<file path="src/rtl/fcs_pkg.sv">
// Purpose: Shared constants and types for the flash command sequencer host.
// Assumes: ref_clk runs at 10 MHz.
// Notes: Command addresses carry zeros above bit 10.
package fcs_pkg;

  localparam int AW = 22;
  localparam int DW = 8;
  localparam int CLK_NS = 100;

  // Rounds a least time up to whole clock cycles.
  function automatic int ns_up(input int ns);
    return (ns + CLK_NS - 1) / CLK_NS;
  endfunction

  localparam int T_ACC_NS = 70;
  localparam int T_WE_NS = 100;
  localparam int T_WIN_NS = 50000;
  localparam int SYNC_CYC = 2;
  localparam logic [3:0] RD_CYC = 4'(ns_up(T_ACC_NS) + SYNC_CYC);
  localparam logic [3:0] WR_CYC = 4'(ns_up(T_WE_NS));
  // The acceptance window is a longest time, so it rounds down.
  localparam int WIN_W = 10;
  localparam logic [WIN_W-1:0] WIN_CYC = WIN_W'(T_WIN_NS / CLK_NS);
  // The host count starts two cycles behind the strobe, and an addition needs a few more
  // cycles to reach the pins, so the host gives up this margin to stay inside the window.
  localparam logic [WIN_W-1:0] WIN_LEAD = WIN_W'(8);

  localparam logic [AW-1:0] CMD_A1 = 22'h000555;
  localparam logic [AW-1:0] CMD_A2 = 22'h0002aa;
  localparam logic [AW-1:0] ANY_A = 22'h000000;
  localparam logic [DW-1:0] D_UNL1 = 8'haa;
  localparam logic [DW-1:0] D_UNL2 = 8'h55;
  localparam logic [DW-1:0] D_PROG = 8'ha0;
  localparam logic [DW-1:0] D_ERASE = 8'h80;
  localparam logic [DW-1:0] D_CHIP = 8'h10;
  localparam logic [DW-1:0] D_SECT = 8'h30;
  localparam logic [DW-1:0] D_RESUME = 8'h30;
  localparam logic [DW-1:0] D_ID = 8'h90;
  localparam logic [DW-1:0] D_RST = 8'hf0;
  localparam logic [DW-1:0] D_SUSP = 8'hb0;

  localparam int POLL_BIT = 7;
  localparam int TOG_BIT = 6;
  localparam int FAIL_BIT = 5;

  localparam logic [7:0] R_CTRL = 8'h00;
  localparam logic [7:0] R_ADDR = 8'h04;
  localparam logic [7:0] R_DATA = 8'h08;
  localparam logic [7:0] R_STAT = 8'h0c;
  localparam logic [7:0] R_RES = 8'h10;

  localparam int ST_BUSY = 0;
  localparam int ST_DONE = 1;
  localparam int ST_FAIL = 2;
  localparam int ST_REFUSED = 3;
  localparam int ST_WIN = 4;
  localparam int ST_RDY = 5;
  localparam int ST_TOG = 6;

  typedef enum logic [3:0] {
    OP_NONE, OP_READ, OP_RESET, OP_ID, OP_PROG, OP_CHIP,
    OP_SECT, OP_ADDS, OP_POLL, OP_SUSP, OP_RESUME
  } fcs_op_t;

endpackage

</file>
<file path="src/rtl/fcs_cyc_if.sv">
// Purpose: Carries one bus cycle request and its answer.
// Assumes: req is a one-cycle pulse issued only while no cycle runs.
// Notes: ack is a one-cycle pulse; rdata holds until the next read.
`timescale 1ns/1ps
interface fcs_cyc_if;
  import fcs_pkg::*;
  logic req;
  logic wr;
  logic [AW-1:0] addr;
  logic [DW-1:0] wdata;
  logic ack;
  logic [DW-1:0] rdata;
  modport seq (output req, wr, addr, wdata, input ack, rdata);
  modport eng (input req, wr, addr, wdata, output ack, rdata);
endinterface

</file>
<file path="src/rtl/fcs_top.sv">
// Purpose: Host sequencer that issues flash commands and polls their status.
// Assumes: Software programs address and data before writing an operation.
// Notes: One operation runs at a time; a start while busy is refused.
// Contract
// - Plain read needs no command cycles
// - All command cycles are writes except reads
// - Unlock AA at 555, then 55 at 2AA
// - Upper address bits ignored in command cycles
// - Write F0 to leave identification or fail
// - Program: unlock, A0, then datum at address
// - Erase: unlock, 80, unlock, 10 or 30
// - Identification: unlock, 90, then one read
// - Erase suspend is one B0 write
// - Take data only from next read after poll
// - Recheck poll bit after timeout bit sets
// - Sector additions within a 50 us window
//
// The placing of the registers and the strobed register port are this design's own decisions.
`timescale 1ns/1ps
module fcs_top
  import fcs_pkg::*;
(
  // Clock and reset.
  input wire logic ref_clk,
  input wire logic rst,
  // Software register port.
  input wire logic [7:0] reg_addr,
  input wire logic [31:0] reg_wdata,
  input wire logic reg_wr,
  input wire logic reg_rd,
  output logic [31:0] reg_rdata,
  // Flash pins.
  output logic [AW-1:0] fl_addr,
  output logic [DW-1:0] fl_dq_o,
  output logic fl_dq_oe,
  input wire logic [DW-1:0] fl_dq_i,
  output logic fl_ce_n,
  output logic fl_we_n,
  output logic fl_oe_n,
  input wire logic ready_busy_out
);

  typedef enum logic [3:0] {
    S_IDLE, S_ISSUE, S_WAIT, S_POLL, S_PWAIT, S_VERIFY, S_VWAIT, S_FAIL, S_FWAIT
  } fcs_st_t;

  typedef struct packed {
    logic [AW-1:0] a;
    logic [DW-1:0] d;
    logic wr;
    logic last;
  } fcs_step_t;

  typedef struct packed {
    fcs_st_t st;
    fcs_op_t op;
    logic [2:0] idx;
    logic [AW-1:0] addr;
    logic [DW-1:0] data;
    logic [DW-1:0] res;
    logic busy;
    logic done;
    logic fail;
    logic refused;
    logic recheck;
    logic tog_v;
    logic tog_prev;
    logic toggling;
    logic [WIN_W-1:0] win;
    logic rdy_s1;
    logic rdy_s2;
    logic req;
    logic cwr;
    logic [AW-1:0] caddr;
    logic [DW-1:0] cdata;
    logic [31:0] rdata;
  } fcs_top_t;

  localparam fcs_top_t TOP_RST = '{st: S_IDLE, op: OP_NONE, rdy_s1: 1'b1,
                                   rdy_s2: 1'b1, default: '0};

  function automatic logic unlocked(input fcs_op_t op);
    return op inside {OP_ID, OP_PROG, OP_CHIP, OP_SECT};
  endfunction

  // Cycle i of operation op; upper command address bits stay zero.
  function automatic fcs_step_t step(input fcs_op_t op, input logic [2:0] i,
                                     input logic [AW-1:0] a, input logic [DW-1:0] d);
    fcs_step_t s;
    s = '{a: CMD_A1, d: D_UNL1, wr: 1'b1, last: 1'b0};
    if (i == 3'h1 || (i == 3'h4 && op inside {OP_CHIP, OP_SECT})) begin
      s.a = CMD_A2;
      s.d = D_UNL2;
    end
    case (op)
      OP_READ: s = '{a: a, d: 8'h00, wr: 1'b0, last: 1'b1};
      OP_RESET: s = '{a: ANY_A, d: D_RST, wr: 1'b1, last: 1'b1};
      OP_SUSP: s = '{a: ANY_A, d: D_SUSP, wr: 1'b1, last: 1'b1};
      OP_RESUME: s = '{a: ANY_A, d: D_RESUME, wr: 1'b1, last: 1'b1};
      OP_ADDS: s = '{a: a, d: D_SECT, wr: 1'b1, last: 1'b1};
      OP_PROG: begin
        if (i == 3'h2) s.d = D_PROG;
        if (i == 3'h3) s = '{a: a, d: d, wr: 1'b1, last: 1'b1};
      end
      OP_ID: begin
        if (i == 3'h2) s.d = D_ID;
        if (i == 3'h3) s = '{a: {a[AW-1:8], 6'h00, a[1:0]}, d: 8'h00, wr: 1'b0, last: 1'b0};
        if (i == 3'h4) s = '{a: ANY_A, d: D_RST, wr: 1'b1, last: 1'b1};
      end
      OP_CHIP, OP_SECT: begin
        if (i == 3'h2) s.d = D_ERASE;
        if (i == 3'h5 && op == OP_CHIP) s = '{a: CMD_A1, d: D_CHIP, wr: 1'b1, last: 1'b1};
        if (i == 3'h5 && op == OP_SECT) s = '{a: a, d: D_SECT, wr: 1'b1, last: 1'b1};
      end
      default: s.last = 1'b1;
    endcase
    return s;
  endfunction

  fcs_top_t s_ff;
  fcs_top_t nxt_s;
  fcs_cyc_if cyc();
  fcs_step_t cur;
  fcs_op_t wr_op;
  logic poll_hit;
  logic tog_stop;
  logic [31:0] stat;

  assign wr_op = fcs_op_t'(reg_wdata[3:0]);

  always_comb begin
    cur = step(s_ff.op, s_ff.idx, s_ff.addr, s_ff.data);
    poll_hit = cyc.rdata[POLL_BIT] ==
               ((s_ff.op == OP_PROG) ? s_ff.data[POLL_BIT] : 1'b1);
    // An unchanged toggle bit means the device went back to plain reads.
    tog_stop = s_ff.tog_v && (cyc.rdata[TOG_BIT] == s_ff.tog_prev);
    stat = 32'h00000000;
    stat[ST_BUSY] = s_ff.busy;
    stat[ST_DONE] = s_ff.done;
    stat[ST_FAIL] = s_ff.fail;
    stat[ST_REFUSED] = s_ff.refused;
    stat[ST_WIN] = s_ff.win != '0;
    stat[ST_RDY] = s_ff.rdy_s2;
    stat[ST_TOG] = s_ff.toggling;
  end

  always_comb begin
    nxt_s = s_ff;
    nxt_s.req = 1'b0;
    nxt_s.rdata = 32'h00000000;
    nxt_s.rdy_s1 = ready_busy_out;
    nxt_s.rdy_s2 = s_ff.rdy_s1;
    if (s_ff.win != '0) nxt_s.win = s_ff.win - 1'b1;
    if (reg_rd) begin
      case (reg_addr)
        R_CTRL: nxt_s.rdata = {28'h0000000, s_ff.op};
        R_ADDR: nxt_s.rdata = {10'h000, s_ff.addr};
        R_DATA: nxt_s.rdata = {24'h000000, s_ff.data};
        R_STAT: nxt_s.rdata = stat;
        R_RES: nxt_s.rdata = {24'h000000, s_ff.res};
        default: nxt_s.rdata = 32'h00000000;
      endcase
    end
    if (reg_wr) begin
      case (reg_addr)
        R_ADDR: if (!s_ff.busy) nxt_s.addr = reg_wdata[AW-1:0];
        R_DATA: if (!s_ff.busy) nxt_s.data = reg_wdata[DW-1:0];
        R_CTRL: begin
          // A late sector addition would start a fresh command instead.
          if (s_ff.busy || wr_op == OP_NONE || wr_op > OP_RESUME ||
              (wr_op == OP_ADDS && s_ff.win == '0)) begin
            nxt_s.refused = 1'b1;
          end else begin
            nxt_s.op = wr_op;
            nxt_s.idx = 3'h0;
            nxt_s.busy = 1'b1;
            nxt_s.done = 1'b0;
            nxt_s.fail = 1'b0;
            nxt_s.refused = 1'b0;
            nxt_s.recheck = 1'b0;
            nxt_s.tog_v = 1'b0;
            nxt_s.toggling = 1'b0;
            nxt_s.st = (wr_op == OP_POLL) ? S_POLL : S_ISSUE;
            if (!(wr_op inside {OP_READ, OP_POLL, OP_ADDS})) nxt_s.win = '0;
          end
        end
        default: ;
      endcase
    end
    case (s_ff.st)
      S_IDLE: ;
      S_ISSUE: begin
        nxt_s.req = 1'b1;
        nxt_s.cwr = cur.wr;
        nxt_s.caddr = cur.a;
        nxt_s.cdata = cur.d;
        nxt_s.st = S_WAIT;
      end
      S_WAIT: begin
        if (cyc.ack) begin
          if (!s_ff.cwr) nxt_s.res = cyc.rdata;
          nxt_s.idx = s_ff.idx + 3'h1;
          nxt_s.st = S_ISSUE;
          if (cur.last) begin
            if (s_ff.op inside {OP_SECT, OP_ADDS}) nxt_s.win = WIN_CYC - WIN_LEAD;
            if (s_ff.op inside {OP_PROG, OP_CHIP, OP_SUSP}) begin
              nxt_s.st = S_POLL;
            end else begin
              nxt_s.st = S_IDLE;
              nxt_s.busy = 1'b0;
              nxt_s.done = 1'b1;
            end
          end
        end
      end
      S_POLL: begin
        nxt_s.req = 1'b1;
        nxt_s.cwr = 1'b0;
        nxt_s.caddr = s_ff.addr;
        nxt_s.st = S_PWAIT;
      end
      S_PWAIT: begin
        if (cyc.ack) begin
          nxt_s.res = cyc.rdata;
          nxt_s.tog_v = 1'b1;
          nxt_s.tog_prev = cyc.rdata[TOG_BIT];
          nxt_s.toggling = s_ff.tog_v && !tog_stop;
          if (poll_hit) begin
            nxt_s.st = S_VERIFY;
          end else if (tog_stop) begin
            nxt_s.st = S_FAIL;
          end else if (cyc.rdata[FAIL_BIT] && s_ff.recheck) begin
            nxt_s.st = S_FAIL;
          end else begin
            nxt_s.recheck = cyc.rdata[FAIL_BIT];
            nxt_s.st = S_POLL;
          end
        end
      end
      S_VERIFY: begin
        nxt_s.req = 1'b1;
        nxt_s.cwr = 1'b0;
        nxt_s.caddr = s_ff.addr;
        nxt_s.st = S_VWAIT;
      end
      S_VWAIT: begin
        if (cyc.ack) begin
          nxt_s.res = cyc.rdata;
          nxt_s.busy = 1'b0;
          nxt_s.done = 1'b1;
          nxt_s.st = S_IDLE;
        end
      end
      S_FAIL: begin
        nxt_s.req = 1'b1;
        nxt_s.cwr = 1'b1;
        nxt_s.caddr = ANY_A;
        nxt_s.cdata = D_RST;
        nxt_s.st = S_FWAIT;
      end
      S_FWAIT: begin
        if (cyc.ack) begin
          nxt_s.busy = 1'b0;
          nxt_s.done = 1'b1;
          nxt_s.fail = 1'b1;
          nxt_s.st = S_IDLE;
        end
      end
      default: nxt_s.st = S_IDLE;
    endcase
  end

  always_ff @(posedge ref_clk) begin
    if (rst) s_ff <= TOP_RST;
    else s_ff <= nxt_s;
  end

  assign cyc.req = s_ff.req;
  assign cyc.wr = s_ff.cwr;
  assign cyc.addr = s_ff.caddr;
  assign cyc.wdata = s_ff.cdata;
  assign reg_rdata = s_ff.rdata;

  fcs_cycle u_cycle (
    .ref_clk(ref_clk),
    .rst(rst),
    .cyc(cyc),
    .fl_addr(fl_addr),
    .fl_dq_o(fl_dq_o),
    .fl_dq_oe(fl_dq_oe),
    .fl_dq_i(fl_dq_i),
    .fl_ce_n(fl_ce_n),
    .fl_we_n(fl_we_n),
    .fl_oe_n(fl_oe_n)
  );
endmodule

</file>
<file path="src/rtl/fcs_cycle.sv">
// Purpose: Drives one read or write cycle on the flash pins.
// Assumes: The flash needs address and data stable across each strobe.
// Notes: Read data pass two flip-flops before capture.
`timescale 1ns/1ps
module fcs_cycle
  import fcs_pkg::*;
(
  // Clock and reset.
  input wire logic ref_clk,
  input wire logic rst,
  // Sequencer side.
  fcs_cyc_if.eng cyc,
  // Flash pins.
  output logic [AW-1:0] fl_addr,
  output logic [DW-1:0] fl_dq_o,
  output logic fl_dq_oe,
  input wire logic [DW-1:0] fl_dq_i,
  output logic fl_ce_n,
  output logic fl_we_n,
  output logic fl_oe_n
);

  typedef enum logic [1:0] {E_IDLE, E_SETUP, E_STROBE, E_HOLD} fcs_est_t;

  typedef struct packed {
    fcs_est_t st;
    logic [3:0] cnt;
    logic wr;
    logic [AW-1:0] addr;
    logic [DW-1:0] dout;
    logic doe;
    logic ce_n;
    logic we_n;
    logic oe_n;
    logic ack;
    logic [DW-1:0] rdata;
    logic [DW-1:0] dq_s1;
    logic [DW-1:0] dq_s2;
  } fcs_eng_t;

  localparam fcs_eng_t ENG_RST = '{st: E_IDLE, ce_n: 1'b1, we_n: 1'b1, oe_n: 1'b1,
                                   default: '0};

  fcs_eng_t e_ff;
  fcs_eng_t nxt_e;

  always_comb begin
    nxt_e = e_ff;
    nxt_e.ack = 1'b0;
    nxt_e.dq_s1 = fl_dq_i;
    nxt_e.dq_s2 = e_ff.dq_s1;
    case (e_ff.st)
      E_IDLE: begin
        if (cyc.req) begin
          nxt_e.st = E_SETUP;
          nxt_e.wr = cyc.wr;
          nxt_e.addr = cyc.addr;
          nxt_e.dout = cyc.wdata;
          nxt_e.doe = cyc.wr;
          nxt_e.ce_n = 1'b0;
          nxt_e.cnt = cyc.wr ? WR_CYC : RD_CYC;
        end
      end
      E_SETUP: begin
        nxt_e.st = E_STROBE;
        nxt_e.we_n = !e_ff.wr;
        nxt_e.oe_n = e_ff.wr;
      end
      E_STROBE: begin
        // Address and data stay put through the rising strobe edge.
        if (e_ff.cnt == 4'h1) begin
          nxt_e.st = E_HOLD;
          nxt_e.we_n = 1'b1;
          nxt_e.oe_n = 1'b1;
          if (!e_ff.wr) nxt_e.rdata = e_ff.dq_s2;
        end else begin
          nxt_e.cnt = e_ff.cnt - 4'h1;
        end
      end
      E_HOLD: begin
        nxt_e.st = E_IDLE;
        nxt_e.ce_n = 1'b1;
        nxt_e.doe = 1'b0;
        nxt_e.ack = 1'b1;
      end
      default: nxt_e.st = E_IDLE;
    endcase
  end

  always_ff @(posedge ref_clk) begin
    if (rst) e_ff <= ENG_RST;
    else e_ff <= nxt_e;
  end

  assign cyc.ack = e_ff.ack;
  assign cyc.rdata = e_ff.rdata;
  assign fl_addr = e_ff.addr;
  assign fl_dq_o = e_ff.dout;
  assign fl_dq_oe = e_ff.doe;
  assign fl_ce_n = e_ff.ce_n;
  assign fl_we_n = e_ff.we_n;
  assign fl_oe_n = e_ff.oe_n;

endmodule

</file>
<file path="config.mk">
export PLATFORM = sky130hd
export DESIGN_NAME = fcs_top
export DESIGN_NICKNAME = d
export VERILOG_FILES = /design/src/rtl/fcs_pkg.sv /design/src/rtl/fcs_cyc_if.sv /design/src/rtl/fcs_top.sv /design/src/rtl/fcs_cycle.sv
export SDC_FILE = /design/constraint.sdc
export NUM_CORES = 1
export LEC_CHECK = 0
export ABC_AREA = 1
export BUFFER_PORTS_ARGS = -buffer_cell sky130_fd_sc_hd__buf_2
export CAP_MARGIN = 20
export CORE_MARGIN = 3
export CORE_UTILIZATION = 55
export CTS_BUF_LIST = sky130_fd_sc_hd__clkbuf_8
export DETAILED_ROUTE_END_ITERATION = 10
export HOLD_SLACK_MARGIN = 0.15
export PLACE_DENSITY = 0.77
export SLEW_MARGIN = 20
export SYNTH_ARGS = -nofsm -noshare
export SYNTH_HDL_FRONTEND = slang
export SYNTH_SLANG_ARGS = --single-unit
export TNS_END_PERCENT = 5
</file>
<file path="constraint.sdc">
create_clock -name ref_clk -period 2.3 [get_ports ref_clk]
set_input_delay 0.345 -clock ref_clk [delete_from_list [all_inputs] [get_ports ref_clk]]
set_output_delay 0.345 -clock ref_clk [all_outputs]
set_load 0.01 [all_outputs]
</file>
==> results.sh <==
export IMPL_yosysWarnings=0
export IMPL_maxSlewViolCount=0
export IMPL_dp_cells=1468
export IMPL_yosys_area_top_type="dfxtp_1"
export IMPL_max_slew_margin_pct=52.69
export IMPL_dpl_hpwl_um=15970
export IMPL_track_usage_pct=23.95
export IMPL_leakage_nw=4.202
export IMPL_netlist_instances=1232
export IMPL_grt_ovfl_total=0
export IMPL_yosys_top_cells_area="dfxtp_1 42%, nand2_1 6.9%, nor2_1 6.9%"
export IMPL_dr_pass1_iters=5
export IMPL_ios=119
export IMPL_r2r_cells=10
export IMPL_required_ps=2690
export IMPL_status="completed"
export IMPL_place_ws_ps=282.2
export IMPL_setup_violations=0
export IMPL_numCtsBuffers=17
export IMPL_ctsHtreeMaxLevel=4
export IMPL_nNetsFinal=1347
export IMPL_antenna_cells=0
export IMPL_avgRoutedWirePerCell_um=14.33
export IMPL_instances_no_fill=1511
export IMPL_setup_slack_ps=259.9
export IMPL_path_max_fanout=7
export IMPL_yosys_most_used_dff="dfxtp_1"
export IMPL_antenna_found_initial=0
export IMPL_worstPathCellList="inv_1 -> ha_1 -> nand2_2 -> nor2_4 -> nand3_2 -> nor2_4 -> nand2_1 -> nand3_1 -> nand3_2 -> a21oi_1"
export IMPL_drtIter0Drc=597
export IMPL_cp_arrival_ps=2430
export IMPL_critical_path_slowest_cell="dfxtp_1"
export IMPL_wirelength_um=21650
export IMPL_fillers=1471
export IMPL_cp_top_family="simple AND/OR/NAND/NOR gates"
export IMPL_synthToLayoutAreaGrowth_pct=8.908
export IMPL_rows=46
export IMPL_finClkSkew_ps=21.15
export IMPL_fin_crit_ps=2040
export IMPL_min_path_type="input pin to flip-flop"
export IMPL_seq_area_mm2=0.003784
export IMPL_max_cap_viol_count=0
export IMPL_multi_input_area_mm2=0.004061
export IMPL_path_class="flip-flop to flip-flop"
export IMPL_clk_latency_ps=470
export IMPL_grt_pass1_wl_um=34940
export IMPL_die_h_um=134.1
export IMPL_clock_path_buffers=2
export IMPL_cts_tree="yes"
export IMPL_layout_drive_gt1_share_pct=17.14
export IMPL_hold_depth=3
export IMPL_clock_fmax_ghz=0.4902
export IMPL_finalCritPeriodShare_pct=88.70
export IMPL_ys_seq_elements=189
export IMPL_synth_seq_area_share_pct=41.90
export IMPL_start_kind="flip-flop"
export IMPL_syn_area_mm2=0.009031
export IMPL_clock_sinks=189
export IMPL_postSynthAreaPerCell_um2=7.330
export IMPL_cts_resized=0
export IMPL_max_slew_worst_pin_slew_ps=708.9
export IMPL_slowest_delay_ps=320
export IMPL_gp_congestion=1.009
export IMPL_ys_types=51
export IMPL_synthArstFlopShare_pct=0
export IMPL_die_area_mm2=0.01799
export IMPL_cts_setup_buffers=0
export IMPL_clk_pin_slew_ps=90
export IMPL_netlist_area_leader_share_pct=41.90
export IMPL_p_per_area_mw_per_mm2=680.5
export IMPL_yosysMostFrequentCell="dfxtp_1"
export IMPL_synthTopCellsByCount="189 x dfxtp_1, 166 x nand2_1, 165 x nor2_1"
export IMPL_core_mm2=0.01600
export IMPL_drc=0
export IMPL_hold_viol_final=0
export IMPL_ir_worst_vdd_v=0.0006981
export IMPL_synth_edff_count=0
export IMPL_rsz0062_at_grt="false"
export IMPL_grt_max_degree=65
export IMPL_tns_ps=0
export IMPL_worst_path_stages=10
export IMPL_grt_pass1_vias=7180
export IMPL_hold_worst_slack_ps=169.8
export IMPL_cp_num_buf_inv=1
export IMPL_worst_setup_path_end_kind="flip-flop"
export IMPL_vias_per_cell=5.250
export IMPL_drt_antenna_violating_nets=0
export IMPL_final_util_pct=61.47
export IMPL_portBuffers=98
export IMPL_die_w_um=134.1
export IMPL_hold_buffers=11
export IMPL_vias=7933
export IMPL_cts_root_buffer="clkbuf_8"
export IMPL_initial_utilization_pct=56.44
## sequential cells by signal, summed over array words and instances (netlist names)
signal and count:
cyc.req 1, reg_rdata 22, u_cycle.fl_oe_n 1, u_cycle.fl_dq_o 8, cyc.wdata 8, cyc.addr 22
u_cycle.fl_ce_n 1, u_cycle.fl_dq_oe 1, cyc.wr 1, u_cycle.fl_addr 22, u_cycle.fl_we_n 1, u_cycle.cyc.ack 1
nxt_s 1, s_ff 68, u_cycle.cyc.rdata 8, u_cycle.e_ff 23
## final cells by class
class	instances	share of cell area [%]
inverter	147	5.635
tap	216	2.748
sequential	189	38.47
timing repair buffer	129	7.633
clock inverter	14	1.705
clock buffer	18	2.519
multi-input combinational	798	41.29
## through the flow
step | area (um2) | power [mW]
after floorplan | 9065 | 4.250
after global placement | 9310 | 4.412
after detailed placement | 9310 | 4.441
after CTS | 9836 | 6.726
after global routing | 9836 | 6.977
final | 9836 | 6.693
## where the power goes
part           switching (mW)  total, mW  internal, mW  leakage (nW)
Sequential             0.0879       3.48          3.39          1.53
Clock                    1.18       2.28          1.11         0.216
Combinational           0.571      0.932         0.361          2.46
Total                    1.84       6.69          4.86          4.20
## worst reg2reg max path, cell delays in order (launching register included)
cell     delay, ps
dfxtp_1        320
inv_1          100
ha_1           190
nand2_2         90
nor2_4         120
nand3_2        120
nor2_4         210
nand2_1        200
nand3_1        300
nand3_2        180
a21oi_1        150
## per-layer routing
| metal | GRT usage (%) | wire, um | vias up |
|---|---|---|---|
| li1 | - | - | 4031 |
| met1 | 31.52 | 9524 | 3583 |
| met2 | 39.67 | 10140 | 267 |
| met3 | 4.201 | 1375 | 52 |
| met4 | 8.937 | 609 | 0 |
| met5 | 0 | 0 | - |
## path summary, 6_finish.rpt
kind	from	end	slack, ps
min reg2reg	u_cycle.e_ff[12]$_SDFF_PP0_	u_cycle.e_ff[4]$_SDFF_PP0_	400
max reg2reg	s_ff[66]$_SDFF_PP0_	s_ff[66]$_SDFF_PP0_	260
max	s_ff[66]$_SDFF_PP0_	s_ff[66]$_SDFF_PP0_	260
min	reg_wdata[14]	s_ff[114]$_SDFFE_PP0P_	170
## cells by family after synthesis
kind of cell	count (synthesis)	share of synthesized area [%]
DFF	189	41.90
buffers and inverters	254	13.51
and+or+nand+nor	493	25.39
xor gates and xnor gates	8	0.7759
other	1	0.04152
adders and majority gates	12	1.662
AOI/OAI and AO/OA	275	16.72
## layout by cell type (no fill, tap or decap), types with 4 or more instances in the layout
cell	instances
dfxtp_1	189
nand2_1	166
nor2_1	165
inv_1	133
a21oi_1	120
o21ai_0	110
buf_2	98
nand3_1	77
nor3_1	27
buf_4	20
clkbuf_8	18
inv_2	14
nand2_2	12
ha_1	12
dlygate4sd3_1	11
o22ai_1	10
conb_1	10
a211oi_1	9
nand3_2	8
a21oi_2	7
nor2_4	6
nand2_4	6
nor2_2	5
xor2_1	5
o211ai_1	4
or2_2	4
nand4_1	4
clkinv_4	4
Power figures use the tool's default switching activity.
